## src/include/pcr_defs.vh

```
// register map, field layout, reset values and serial framing for the pll control bank
`ifndef PCR_DEFS_VH
`define PCR_DEFS_VH

`define PCR_ADDR_W          6
`define PCR_DATA_W          24
`define PCR_ADDR_STROBE     6'h00
`define PCR_ADDR_ENRST      6'h01
`define PCR_ADDR_DRVFORCE   6'h02
`define PCR_ADDR_REFPATH    6'h03
`define PCR_ADDR_PRESC      6'h04
`define PCR_ADDR_PFD        6'h05
`define PCR_ADDR_PFDDEL     6'h06
`define PCR_ADDR_PUMP       6'h07

`define PCR_ENRST_W         16
`define PCR_DRVFORCE_W      2
`define PCR_REFPATH_W       17
`define PCR_PRESC_W         1
`define PCR_PFD_W           3
`define PCR_PFDDEL_W        3
`define PCR_PUMP_W          10

`define PCR_ENRST_RST       16'hFE9B
`define PCR_DRVFORCE_RST    2'h3
`define PCR_REFPATH_RST     17'h08001
`define PCR_PRESC_RST       1'h0
`define PCR_PFD_RST         3'h6
`define PCR_PFDDEL_RST      3'h2
`define PCR_PUMP_RST        10'h210

`define PCR_EN_VCOBUF       0
`define PCR_EN_BIAS         1
`define PCR_EN_REFDIV       2
`define PCR_EN_XREFMUX_DIG  3
`define PCR_EN_DIVREF_DIG   4
`define PCR_EN_SQR_DIG      5
`define PCR_EN_SIN_DIG      6
`define PCR_EN_SQBUF        7
`define PCR_EN_SINBUF       8
`define PCR_EN_VCO_DIG      9
`define PCR_EN_PRESC        10
`define PCR_EN_LKD_GATE     11
`define PCR_EN_PUMP         12
`define PCR_EN_MOD_RSTN     13
`define PCR_EN_LKD_RSTN     14
`define PCR_EN_SLIP_RSTN    15

`define PCR_DRV_FORCE_VAL   0
`define PCR_DRV_FORCE_EN    1

`define PCR_REF_RATIO_MSB   13
`define PCR_REF_RATIO_W     14
`define PCR_REF_SELECT      14
`define PCR_REF_AUTO        15
`define PCR_REF_SINSEL      16
`define PCR_REF_RATIO_ONE   14'h0001

`define PCR_PFD_INVERT      0
`define PCR_PFD_UP_EN       1
`define PCR_PFD_DN_EN       2

`define PCR_PUMP_UP_MSB     4
`define PCR_PUMP_UP_LSB     0
`define PCR_PUMP_DN_MSB     9
`define PCR_PUMP_DN_LSB     5

`define PCR_STROBE_SWRST    0

`define PCR_ADDR_LAST       3'h5
`define PCR_DATA_LAST       5'h17

`endif

```

## src/rtl/pcr_bank.v

```verilog
// pll control register bank with serial port slave and derived enables
//
// Notes on behaviour
// force-enable set: serial-out driver enable follows the force-value bit.
// force-enable clear: driver enabled only during a serial read, else off.
// divide reference by ratio bits 13:0 when divider enable and select set.
// host never writes ratio zero and keeps ratio within 2^14.
// auto select: bypass divider when ratio is 1, else use it.
// reference bit 14 selects divided reference, clear bypasses divider.
// divider enable clear holds divider in reset, same as bypass.
// enable bit 9 picks modulator clock: divided vco or reference path.
// modulator runs only while its active-low reset bit 13 is 1.
// bias enable clear disables the whole synthesizer; code leaves bit 9 clock select and pin driver enable ungated.
// pump enable bit 12 clear tri-states the pump output.
// bit 11 enables lock detector and its output gates.
// bit 14 releases lock detect circuit from reset when 1.
// bit 15 releases slip-prevention flip-flops, enabling slip prevention.
// square buffer needs enable and sine-select 0; sine needs sine-select 1.
// bits 3 to 6 gate reference clocks into the digital logic.
// polarity bit 0 inverts phase detector polarity.
// detector bits 1 and 2 pass up and down outputs; clear masks.
// detector delay is 3 bits at 2:0, reset value 2.
// pump up and down gains are 5-bit fields at 4:0 and 9:5.
// duty mode bit lengthens divider low time for large ratios.
// serial access: read flag, six address bits, 24 data bits, msb first.
// soft-reset strobe write returns all registers to reset values.
// bits above each register's fields read zero, writes ignored.
`timescale 1ns/10ps
`default_nettype none
`include "pcr_defs.vh"
module pcr_bank #(
	parameter [23:0] CHIP_ID = 24'h00A5A5 // arbitrary identity value
) (
	input  wire        sys_clk,
	input  wire        rstn,
	input  wire        spi_sclk,
	input  wire        spi_sen,
	input  wire        spi_sdi,
	input  wire        xtal_ref_in,
	input  wire        lock_detect_in,
	input  wire        pfd_up_in,
	input  wire        pfd_dn_in,
	output reg         lock_serial_out_pin_o,
	output wire        lock_serial_out_pin_oe,
	output wire        vco_buffer_enable,
	output wire        bias_enable,
	output wire        ref_div_hold,
	output wire        ref_div_used,
	output reg         ref_clk_tick,
	output wire        xref_mux_gate,
	output wire        div_ref_gate,
	output wire        sq_xtal_gate,
	output wire        sin_xtal_gate,
	output wire        square_buffer_enable,
	output wire        sine_buffer_enable,
	output wire        mod_clk_from_vco,
	output wire        prescaler_enable,
	output wire        lock_detector_enable,
	output wire        pump_output_enable,
	output wire        modulator_run,
	output wire        lock_circuit_enable,
	output wire        cycle_slip_prevention,
	output wire        prescaler_duty_mode,
	output reg         pump_up_pulse,
	output reg         pump_dn_pulse,
	output wire [2:0]  pfd_delay,
	output wire [4:0]  pump_up_gain,
	output wire [4:0]  pump_down_gain
);

////////////////////////////////////////////////////////////////////////////////
// pin synchronisers and edge detect

localparam ST_IDLE = 3'h0;
localparam ST_FLAG = 3'h1;
localparam ST_ADDR = 3'h2;
localparam ST_DATA = 3'h3;
localparam ST_DONE = 3'h4;

wire [3:0] pins_s;
wire       sclk_s = pins_s[0];
wire       sen_s  = pins_s[1];
wire       sdi_s  = pins_s[2];
wire       xref_s = pins_s[3];
reg        sclk_d_r;
reg        xref_d_r;

pcr_sync #(.W(4)) u_sync (
	.sys_clk  (sys_clk),
	.rstn     (rstn),
	.async_in ({xtal_ref_in, spi_sdi, spi_sen, spi_sclk}),
	.sync_out (pins_s)
);

wire sclk_rise = sclk_s & ~sclk_d_r;
wire xref_rise = xref_s & ~xref_d_r;

always @(posedge sys_clk or negedge rstn) begin
	if (!rstn) begin
		sclk_d_r <= 1'b0;
		xref_d_r <= 1'b0;
	end else begin
		sclk_d_r <= sclk_s;
		xref_d_r <= xref_s;
	end
end

////////////////////////////////////////////////////////////////////////////////
// register storage

reg [`PCR_ENRST_W-1:0]    enrst_r;
reg [`PCR_DRVFORCE_W-1:0] drvforce_r;
reg [`PCR_REFPATH_W-1:0]  refpath_r;
reg [`PCR_PRESC_W-1:0]    presc_r;
reg [`PCR_PFD_W-1:0]      pfd_r;
reg [`PCR_PFDDEL_W-1:0]   pfddel_r;
reg [`PCR_PUMP_W-1:0]     pump_r;

reg [2:0]                 state_r;
reg [2:0]                 state_nxt;
reg [4:0]                 cnt_r;
reg                       rd_r;
reg [`PCR_ADDR_W-1:0]     addr_r;
reg [`PCR_DATA_W-1:0]     sh_r;
reg [`PCR_DATA_W-1:0]     rd_val;

wire                      in_data = (state_r == ST_DATA);
wire                      wr_en   = in_data & sclk_rise & ~rd_r & (cnt_r == `PCR_DATA_LAST);
wire [`PCR_DATA_W-1:0]    wr_word = {sh_r[`PCR_DATA_W-2:0], sdi_s};
wire                      swrst   = wr_en & (addr_r == `PCR_ADDR_STROBE) &
                                    wr_word[`PCR_STROBE_SWRST];

always @(posedge sys_clk or negedge rstn) begin
	if (!rstn) begin
		enrst_r    <= `PCR_ENRST_RST;
		drvforce_r <= `PCR_DRVFORCE_RST;
		refpath_r  <= `PCR_REFPATH_RST;
		presc_r    <= `PCR_PRESC_RST;
		pfd_r      <= `PCR_PFD_RST;
		pfddel_r   <= `PCR_PFDDEL_RST;
		pump_r     <= `PCR_PUMP_RST;
	end else if (swrst) begin
		enrst_r    <= `PCR_ENRST_RST;
		drvforce_r <= `PCR_DRVFORCE_RST;
		refpath_r  <= `PCR_REFPATH_RST;
		presc_r    <= `PCR_PRESC_RST;
		pfd_r      <= `PCR_PFD_RST;
		pfddel_r   <= `PCR_PFDDEL_RST;
		pump_r     <= `PCR_PUMP_RST;
	end else if (wr_en) begin
		case (addr_r)
		`PCR_ADDR_ENRST: begin
			enrst_r <= wr_word[`PCR_ENRST_W-1:0];
		end
		`PCR_ADDR_DRVFORCE: begin
			drvforce_r <= wr_word[`PCR_DRVFORCE_W-1:0];
		end
		`PCR_ADDR_REFPATH: begin
			refpath_r <= wr_word[`PCR_REFPATH_W-1:0];
		end
		`PCR_ADDR_PRESC: begin
			presc_r <= wr_word[`PCR_PRESC_W-1:0];
		end
		`PCR_ADDR_PFD: begin
			pfd_r <= wr_word[`PCR_PFD_W-1:0];
		end
		`PCR_ADDR_PFDDEL: begin
			pfddel_r <= wr_word[`PCR_PFDDEL_W-1:0];
		end
		`PCR_ADDR_PUMP: begin
			pump_r <= wr_word[`PCR_PUMP_W-1:0];
		end
		default: begin
			pump_r <= pump_r;
		end
		endcase
	end
end

////////////////////////////////////////////////////////////////////////////////
// read mux, upper bits zero

always @* begin
	rd_val = {`PCR_DATA_W{1'b0}};
	case (addr_r)
	`PCR_ADDR_STROBE: begin
		rd_val = CHIP_ID;
	end
	`PCR_ADDR_ENRST: begin
		rd_val[`PCR_ENRST_W-1:0] = enrst_r;
	end
	`PCR_ADDR_DRVFORCE: begin
		rd_val[`PCR_DRVFORCE_W-1:0] = drvforce_r;
	end
	`PCR_ADDR_REFPATH: begin
		rd_val[`PCR_REFPATH_W-1:0] = refpath_r;
	end
	`PCR_ADDR_PRESC: begin
		rd_val[`PCR_PRESC_W-1:0] = presc_r;
	end
	`PCR_ADDR_PFD: begin
		rd_val[`PCR_PFD_W-1:0] = pfd_r;
	end
	`PCR_ADDR_PFDDEL: begin
		rd_val[`PCR_PFDDEL_W-1:0] = pfddel_r;
	end
	`PCR_ADDR_PUMP: begin
		rd_val[`PCR_PUMP_W-1:0] = pump_r;
	end
	default: begin
		rd_val = {`PCR_DATA_W{1'b0}};
	end
	endcase
end

////////////////////////////////////////////////////////////////////////////////
// serial port framing

always @* begin
	state_nxt = state_r;
	case (state_r)
	ST_IDLE: begin
		if (sen_s)
			state_nxt = ST_FLAG;
	end
	ST_FLAG: begin
		if (sclk_rise)
			state_nxt = ST_ADDR;
	end
	ST_ADDR: begin
		if (sclk_rise && cnt_r[2:0] == `PCR_ADDR_LAST)
			state_nxt = ST_DATA;
	end
	ST_DATA: begin
		if (sclk_rise && cnt_r == `PCR_DATA_LAST)
			state_nxt = ST_DONE;
	end
	ST_DONE: begin
		state_nxt = ST_DONE;
	end
	default: begin
		state_nxt = ST_IDLE;
	end
	endcase
	if (!sen_s)
		state_nxt = ST_IDLE;
end

always @(posedge sys_clk or negedge rstn) begin
	if (!rstn) begin
		state_r <= ST_IDLE;
		cnt_r   <= 5'h00;
		rd_r    <= 1'b0;
		addr_r  <= {`PCR_ADDR_W{1'b0}};
		sh_r    <= {`PCR_DATA_W{1'b0}};
	end else begin
		state_r <= state_nxt;
		if (state_r == ST_IDLE) begin
			cnt_r <= 5'h00;
			rd_r  <= 1'b0;
		end else if (sclk_rise) begin
			case (state_r)
			ST_FLAG: begin
				rd_r  <= sdi_s;
				cnt_r <= 5'h00;
			end
			ST_ADDR: begin
				addr_r <= {addr_r[`PCR_ADDR_W-2:0], sdi_s};
				cnt_r  <= (cnt_r[2:0] == `PCR_ADDR_LAST) ? 5'h00 : cnt_r + 5'h01;
			end
			ST_DATA: begin
				cnt_r <= cnt_r + 5'h01;
				if (rd_r && cnt_r == 5'h00)
					sh_r <= {rd_val[`PCR_DATA_W-2:0], 1'b0};
				else if (rd_r)
					sh_r <= {sh_r[`PCR_DATA_W-2:0], 1'b0};
				else
					sh_r <= wr_word;
			end
			default: begin
				cnt_r <= cnt_r;
			end
			endcase
		end
	end
end

////////////////////////////////////////////////////////////////////////////////
// shared lock-detect / serial-out pin

wire read_active = rd_r & sen_s & (in_data | (state_r == ST_DONE));

assign lock_serial_out_pin_oe = drvforce_r[`PCR_DRV_FORCE_EN] ?
                                drvforce_r[`PCR_DRV_FORCE_VAL] :
                                read_active;

always @(posedge sys_clk or negedge rstn) begin
	if (!rstn) begin
		lock_serial_out_pin_o <= 1'b0;
	end else if (read_active) begin
		if (in_data && sclk_rise && cnt_r == 5'h00)
			lock_serial_out_pin_o <= rd_val[`PCR_DATA_W-1];
		else if (sclk_rise)
			lock_serial_out_pin_o <= sh_r[`PCR_DATA_W-1];
	end else begin
		lock_serial_out_pin_o <= lock_detect_in & lock_detector_enable;
	end
end

////////////////////////////////////////////////////////////////////////////////
// reference path

wire [`PCR_REF_RATIO_W-1:0] ratio = refpath_r[`PCR_REF_RATIO_MSB:0];
wire                        div_tick;

assign bias_enable  = enrst_r[`PCR_EN_BIAS];
assign ref_div_hold = ~(enrst_r[`PCR_EN_REFDIV] & bias_enable);
assign ref_div_used = ~ref_div_hold & (refpath_r[`PCR_REF_AUTO] ?
                      (ratio != `PCR_REF_RATIO_ONE) :
                      refpath_r[`PCR_REF_SELECT]);

pcr_refdiv #(.W(`PCR_REF_RATIO_W)) u_refdiv (
	.sys_clk  (sys_clk),
	.rstn     (rstn),
	.hold     (ref_div_hold),
	.ref_tick (xref_rise),
	.ratio    (ratio),
	.div_tick (div_tick)
);

always @(posedge sys_clk or negedge rstn) begin
	if (!rstn)
		ref_clk_tick <= 1'b0;
	else
		ref_clk_tick <= bias_enable & (ref_div_used ? div_tick : xref_rise);
end

////////////////////////////////////////////////////////////////////////////////
// enables and gates

assign vco_buffer_enable     = bias_enable & enrst_r[`PCR_EN_VCOBUF];
assign xref_mux_gate         = bias_enable & enrst_r[`PCR_EN_XREFMUX_DIG];
assign div_ref_gate          = bias_enable & enrst_r[`PCR_EN_DIVREF_DIG];
assign sq_xtal_gate          = bias_enable & enrst_r[`PCR_EN_SQR_DIG];
assign sin_xtal_gate         = bias_enable & enrst_r[`PCR_EN_SIN_DIG];
assign square_buffer_enable  = bias_enable & enrst_r[`PCR_EN_SQBUF] &
                               ~refpath_r[`PCR_REF_SINSEL];
assign sine_buffer_enable    = bias_enable & enrst_r[`PCR_EN_SINBUF] &
                               refpath_r[`PCR_REF_SINSEL];
assign mod_clk_from_vco      = enrst_r[`PCR_EN_VCO_DIG];
assign prescaler_enable      = bias_enable & enrst_r[`PCR_EN_PRESC];
assign lock_detector_enable  = bias_enable & enrst_r[`PCR_EN_LKD_GATE];
assign pump_output_enable    = bias_enable & enrst_r[`PCR_EN_PUMP];
assign modulator_run         = bias_enable & enrst_r[`PCR_EN_MOD_RSTN];
assign lock_circuit_enable   = bias_enable & enrst_r[`PCR_EN_LKD_RSTN];
assign cycle_slip_prevention = bias_enable & enrst_r[`PCR_EN_SLIP_RSTN];
assign prescaler_duty_mode   = presc_r[0];
assign pfd_delay             = pfddel_r;
assign pump_up_gain          = pump_r[`PCR_PUMP_UP_MSB:`PCR_PUMP_UP_LSB];
assign pump_down_gain        = pump_r[`PCR_PUMP_DN_MSB:`PCR_PUMP_DN_LSB];

////////////////////////////////////////////////////////////////////////////////
// phase detector polarity and masking

wire up_pol = pfd_r[`PCR_PFD_INVERT] ? pfd_dn_in : pfd_up_in;
wire dn_pol = pfd_r[`PCR_PFD_INVERT] ? pfd_up_in : pfd_dn_in;

always @(posedge sys_clk or negedge rstn) begin
	if (!rstn) begin
		pump_up_pulse <= 1'b0;
		pump_dn_pulse <= 1'b0;
	end else begin
		pump_up_pulse <= pump_output_enable & pfd_r[`PCR_PFD_UP_EN] & up_pol;
		pump_dn_pulse <= pump_output_enable & pfd_r[`PCR_PFD_DN_EN] & dn_pol;
	end
end

endmodule
`default_nettype wire

```

## src/rtl/pcr_refdiv.v

```verilog
// reference divider: one output tick per ratio input ticks, held in reset by hold
`timescale 1ns/10ps
`default_nettype none
module pcr_refdiv #(
	parameter W = 14
) (
	input  wire         sys_clk,
	input  wire         rstn,
	input  wire         hold,
	input  wire         ref_tick,
	input  wire [W-1:0] ratio,
	output reg          div_tick
);

reg [W-1:0] cnt_r;
wire        last = (cnt_r + {{(W-1){1'b0}}, 1'b1}) >= ratio;

always @(posedge sys_clk or negedge rstn) begin
	if (!rstn) begin
		cnt_r    <= {W{1'b0}};
		div_tick <= 1'b0;
	end else if (hold) begin
		cnt_r    <= {W{1'b0}};
		div_tick <= 1'b0;
	end else if (ref_tick) begin
		div_tick <= last;
		cnt_r    <= last ? {W{1'b0}} : cnt_r + {{(W-1){1'b0}}, 1'b1};
	end else begin
		div_tick <= 1'b0;
	end
end

endmodule
`default_nettype wire

```

## src/rtl/pcr_sync.v

```verilog
// two flip-flop synchroniser for a group of pin inputs
`timescale 1ns/10ps
`default_nettype none
module pcr_sync #(
	parameter W = 1
) (
	input  wire         sys_clk,
	input  wire         rstn,
	input  wire [W-1:0] async_in,
	output wire [W-1:0] sync_out
);

reg [W-1:0] meta_r;
reg [W-1:0] sync_r;

always @(posedge sys_clk or negedge rstn) begin
	if (!rstn) begin
		meta_r <= {W{1'b0}};
		sync_r <= {W{1'b0}};
	end else begin
		meta_r <= async_in;
		sync_r <= meta_r;
	end
end

assign sync_out = sync_r;

endmodule
`default_nettype wire
```

## config.mk

```make
export PLATFORM = sky130hd
export DESIGN_NAME = pcr_bank
export DESIGN_NICKNAME = d
export VERILOG_FILES = /design/src/rtl/pcr_bank.v /design/src/rtl/pcr_refdiv.v /design/src/rtl/pcr_sync.v
export VERILOG_INCLUDE_DIRS = /design/src /design/src/include
export SDC_FILE = /design/constraint.sdc
export NUM_CORES = 1
export LEC_CHECK = 0
export ABC_AREA = 1
export BUFFER_PORTS_ARGS = -buffer_cell sky130_fd_sc_hd__buf_2
export CAP_MARGIN = 20
export CORE_UTILIZATION = 40
export CTS_CLUSTER_SIZE = 25
export DETAILED_ROUTE_END_ITERATION = 7
export PLACE_DENSITY = 0.61
export SLEW_MARGIN = 30
export SYNTH_ARGS = -nofsm -noshare
export SYNTH_HDL_FRONTEND = slang
export SYNTH_SLANG_ARGS = --single-unit
```

## constraint.sdc

```tcl
create_clock -name sys_clk -period 2.4 [get_ports sys_clk]
set_input_delay 0 -clock sys_clk [delete_from_list [all_inputs] [get_ports sys_clk]]
set_output_delay 0 -clock sys_clk [all_outputs]
set_load 0.01 [all_outputs]
```

==> metrics.txt <==
status finished clean; Die W 129 um; largest net degree at the start of global routing 53; xor/xnor share of the synthesized area 0.0163; largest family of logic cells by synthesized area simple AND/OR/NAND/NOR gates; WP data required between 2 and 3 ns; Core ar. about 16000 um2; critical path class reg -> reg; detailed-route via count roughly 5600; Relative slew margins 0.580; Psw roughly 2.1 mW; Hold Path Class in -> async; reg2reg path depth 15; WL final 16800 um; Setup TNS 0 ns; Pleak ~4.2 nW; sequential power share 0.365; Max-cap violations 0; Final min period between 2 and 2.5 ns; Syn Area/Cell ~7.9 um2; Worst Max-Slew Pin Slew 0.630 ns; HPWL Detailed 12100 um; Pre-Repair DR Iteration Count 7; routed len/inst approximately 15 um; clock share of power 0.407; gp weighted congestion 0.863; CP Buf/Inv Count 2; Yosys top cell by area dfrtp_1; first-pass GRT wire length ~27000 um; commonest cells after routing, fill and taps aside 234 x nand2_1, 134 x inv_1, 99 x dfrtp_1, 47 x nand3_1, 46 x nor2_1; Worst-path clk slew ~0.060 ns; number of H-tree levels 4; CTS Buffer Depth 2; sequential fraction of the synthesis area 0.470; Power Density 812 nW/um2; critical path startpoint category flop; CP endpoint kind flop; ANT cells 0; period utilisation layout 0.986; crit-path cells ha_2, nand2_2, nor2_4, nand2_2, nor2_2, xor2_1, ha_1, nand3_4, inv_2, a21oi_2, nand2_1, nor2_2, buf_6, nand3_1, nand2_1; #FFs+latches synth 120; die area around 17000 um2; post-synth cell types 42; asr flop ratio synth 1.00; final hold vios 0; initial antenna violation count 0; power share of the combinational group 0.228; CP Max Fanout 8; Yosys warnings 0; Crit path arrival time 2.72 ns; CP delay by family, top simple AND/OR/NAND/NOR gates; clk sinks 120; layout cell share with drive strength beyond 1 0.205; CTS buffer count 17; Initial Util 0.408; Post-DRT Antenna Nets 0; top post-synthesis cells by area dfrtp_1 38%, nand2_1 14%, dfstp_2 8.6%, inv_1 7.9%, nand3_1 4.0%; mux contribution to synthesized area 0; DRC 0; Worst Skew between 0.009 and 0.01 ns; Simple-Gate Fraction of Synth Area 0.262; fin nets between 900 and 1000; Final Setup Violations 0; cell-internal power 4.33 mW; most common cell after layout, fill and taps aside nand2_1; Post-Place Cell Area 7070 um2; Cell Rows 46; TritonCTS clock tree done; synthesis-to-layout area growth 23.0%; Post-synth EDFFs 0; Net Sw Frac 0.328; achievable frequency around 420 MHz; ys flop type dfrtp_1; Via density 4.97; Peak VDD IR approximately 0.00046 V; Syn Nets ~850; Syn Std Cell Area 6450 um2; fin. max-slew vios 0; critical path depth 15; Post-Syn Instances 818; RSZ-0062 raised after global routing true; Worst-Skew Late Latency 0.42 ns; Iter 0 DRT Violations about 390; # IOs 45; slowest CP cell dfrtp_1; gr ovfl total 0; vias in the first global route between 5000 and 6000; Compound-Gate Fraction of Synth Area 0.119; share of the synthesized area in the top cell type 0.384; die height around 130 um; Adder-Cell Fraction of Synth Area 0.0349; gr usage total 0.216; post-route cell area between 7000 and 8000 um2; Clock Tree Root clkbuf_16; number of port buffers 44; crit-path max cell delay approximately 0.37 ns
Yosys cell counts, drive strengths merged, types with 5 or more instances:
library cell and number:
nand2 245, inv 142, dfrtp 99, nor2 61
nand3 54, o21ai 50, a21oi 28, dfstp 21
ha 18, o22ai 17, o211ai 14, nand4 13
buf 12, xor2 8, a22oi 6, clkbuf 5
nor3 5
logic make-up after synthesis:
logic type	count (synthesis)
buffers and inverters	161
AO/OA/AOI/OAI	124
flip-flops	120
AND/OR/NAND/NOR	383
XOR/XNOR	12
adder cells (fa/ha/maj)	18
flip-flops by register name, summed over array words and instances, names as in the netlist, 2 cells and up:
register / count
addr_r: 6
pfd_delay: 3
enrst_r: 16
state_r: 3
pump_r: 10
u_sync.sync_out: 4
drvforce_r: 2
pfd_r: 3
cnt_r: 5
u_refdiv.cnt_r: 14
refpath_r: 17
u_sync.meta_r: 4
sh_r: 24
area by class of cell:
cell class,count,area [um2]
timing repair buffer,84,566
clock inverter,11,146
sequential,120,3030
clock buffer,21,460
multi-input combinational,537,2920
inverter,144,541
fill,1553,7900
tap,216,270
power groups by stage:
stage               sequential [mW]  clock [mW]  combinational, mW
floorplan                      2.35           0               1.04
global placement               2.38           0               1.43
detailed placement             2.38           0               1.44
CTS                            2.35        2.66               1.46
global route                   2.38        2.76               1.64
finish                         2.35        2.62               1.47
worst reg2reg max path, delay by kind of cell (launching register included):
family	cells	cell delay, ns
buf+inv	2	0.19
flops	1	0.37
simple gates	9	0.90
compound gates	1	0.11
fa+ha+maj	2	0.51
xor+xnor	1	0.23
timing repair:
item                                    CTS  global route
endpoints found under the setup margin   15            15
pin swaps                                 0             3
hold buffers                              9             0
resized for setup                         2            30
hold endpoints to repair                 50             0
setup buffers                             0             4
worst paths after layout:
check	startpoint	end	slack (ns)
worst min register to register	u_sync.meta_r[3]	u_sync.sync_out[3]	0.34
worst min-delay path	rstn	u_refdiv.cnt_r[3]	0.14
max in group asynchronous	rstn	pump_r[9]	1.46
min in group sys_clk	spi_sdi	u_sync.meta_r[2]	0.22
worst max-delay path	u_refdiv.cnt_r[0]	u_refdiv.cnt_r[7]	0.03
worst max register to register	u_refdiv.cnt_r[0]	u_refdiv.cnt_r[7]	0.03
per-stage QoR:
stage                util  worst slack, ns  std cells  power (mW)  hold WS (ns)
floorplan               -           0.0114        818        3.39        -0.296
global placement    0.446         -0.00845       1088        3.82        0.0508
detailed placement  0.446          -0.0912       1088        3.82        0.0552
CTS                 0.491           0.0184       1129        6.47         0.155
global route        0.501           -0.190       1133        6.77         0.203
finish              0.501           0.0339       1133        6.44         0.144
per-layer routing:
| layer | vias up | part of all wire | GRT usage |
|---|---|---|---|
| met3 | 17 | 0.043 | 0.0374 |
| met2 | 134 | 0.47 | 0.329 |
| met1 | 2695 | 0.48 | 0.311 |
| li1 | 2780 | - | - |
| met4 | 0 | 0.011 | 0.0678 |
| met5 | - | 0 | 0 |
No activity file was read; power rests on OpenSTA's default activity.
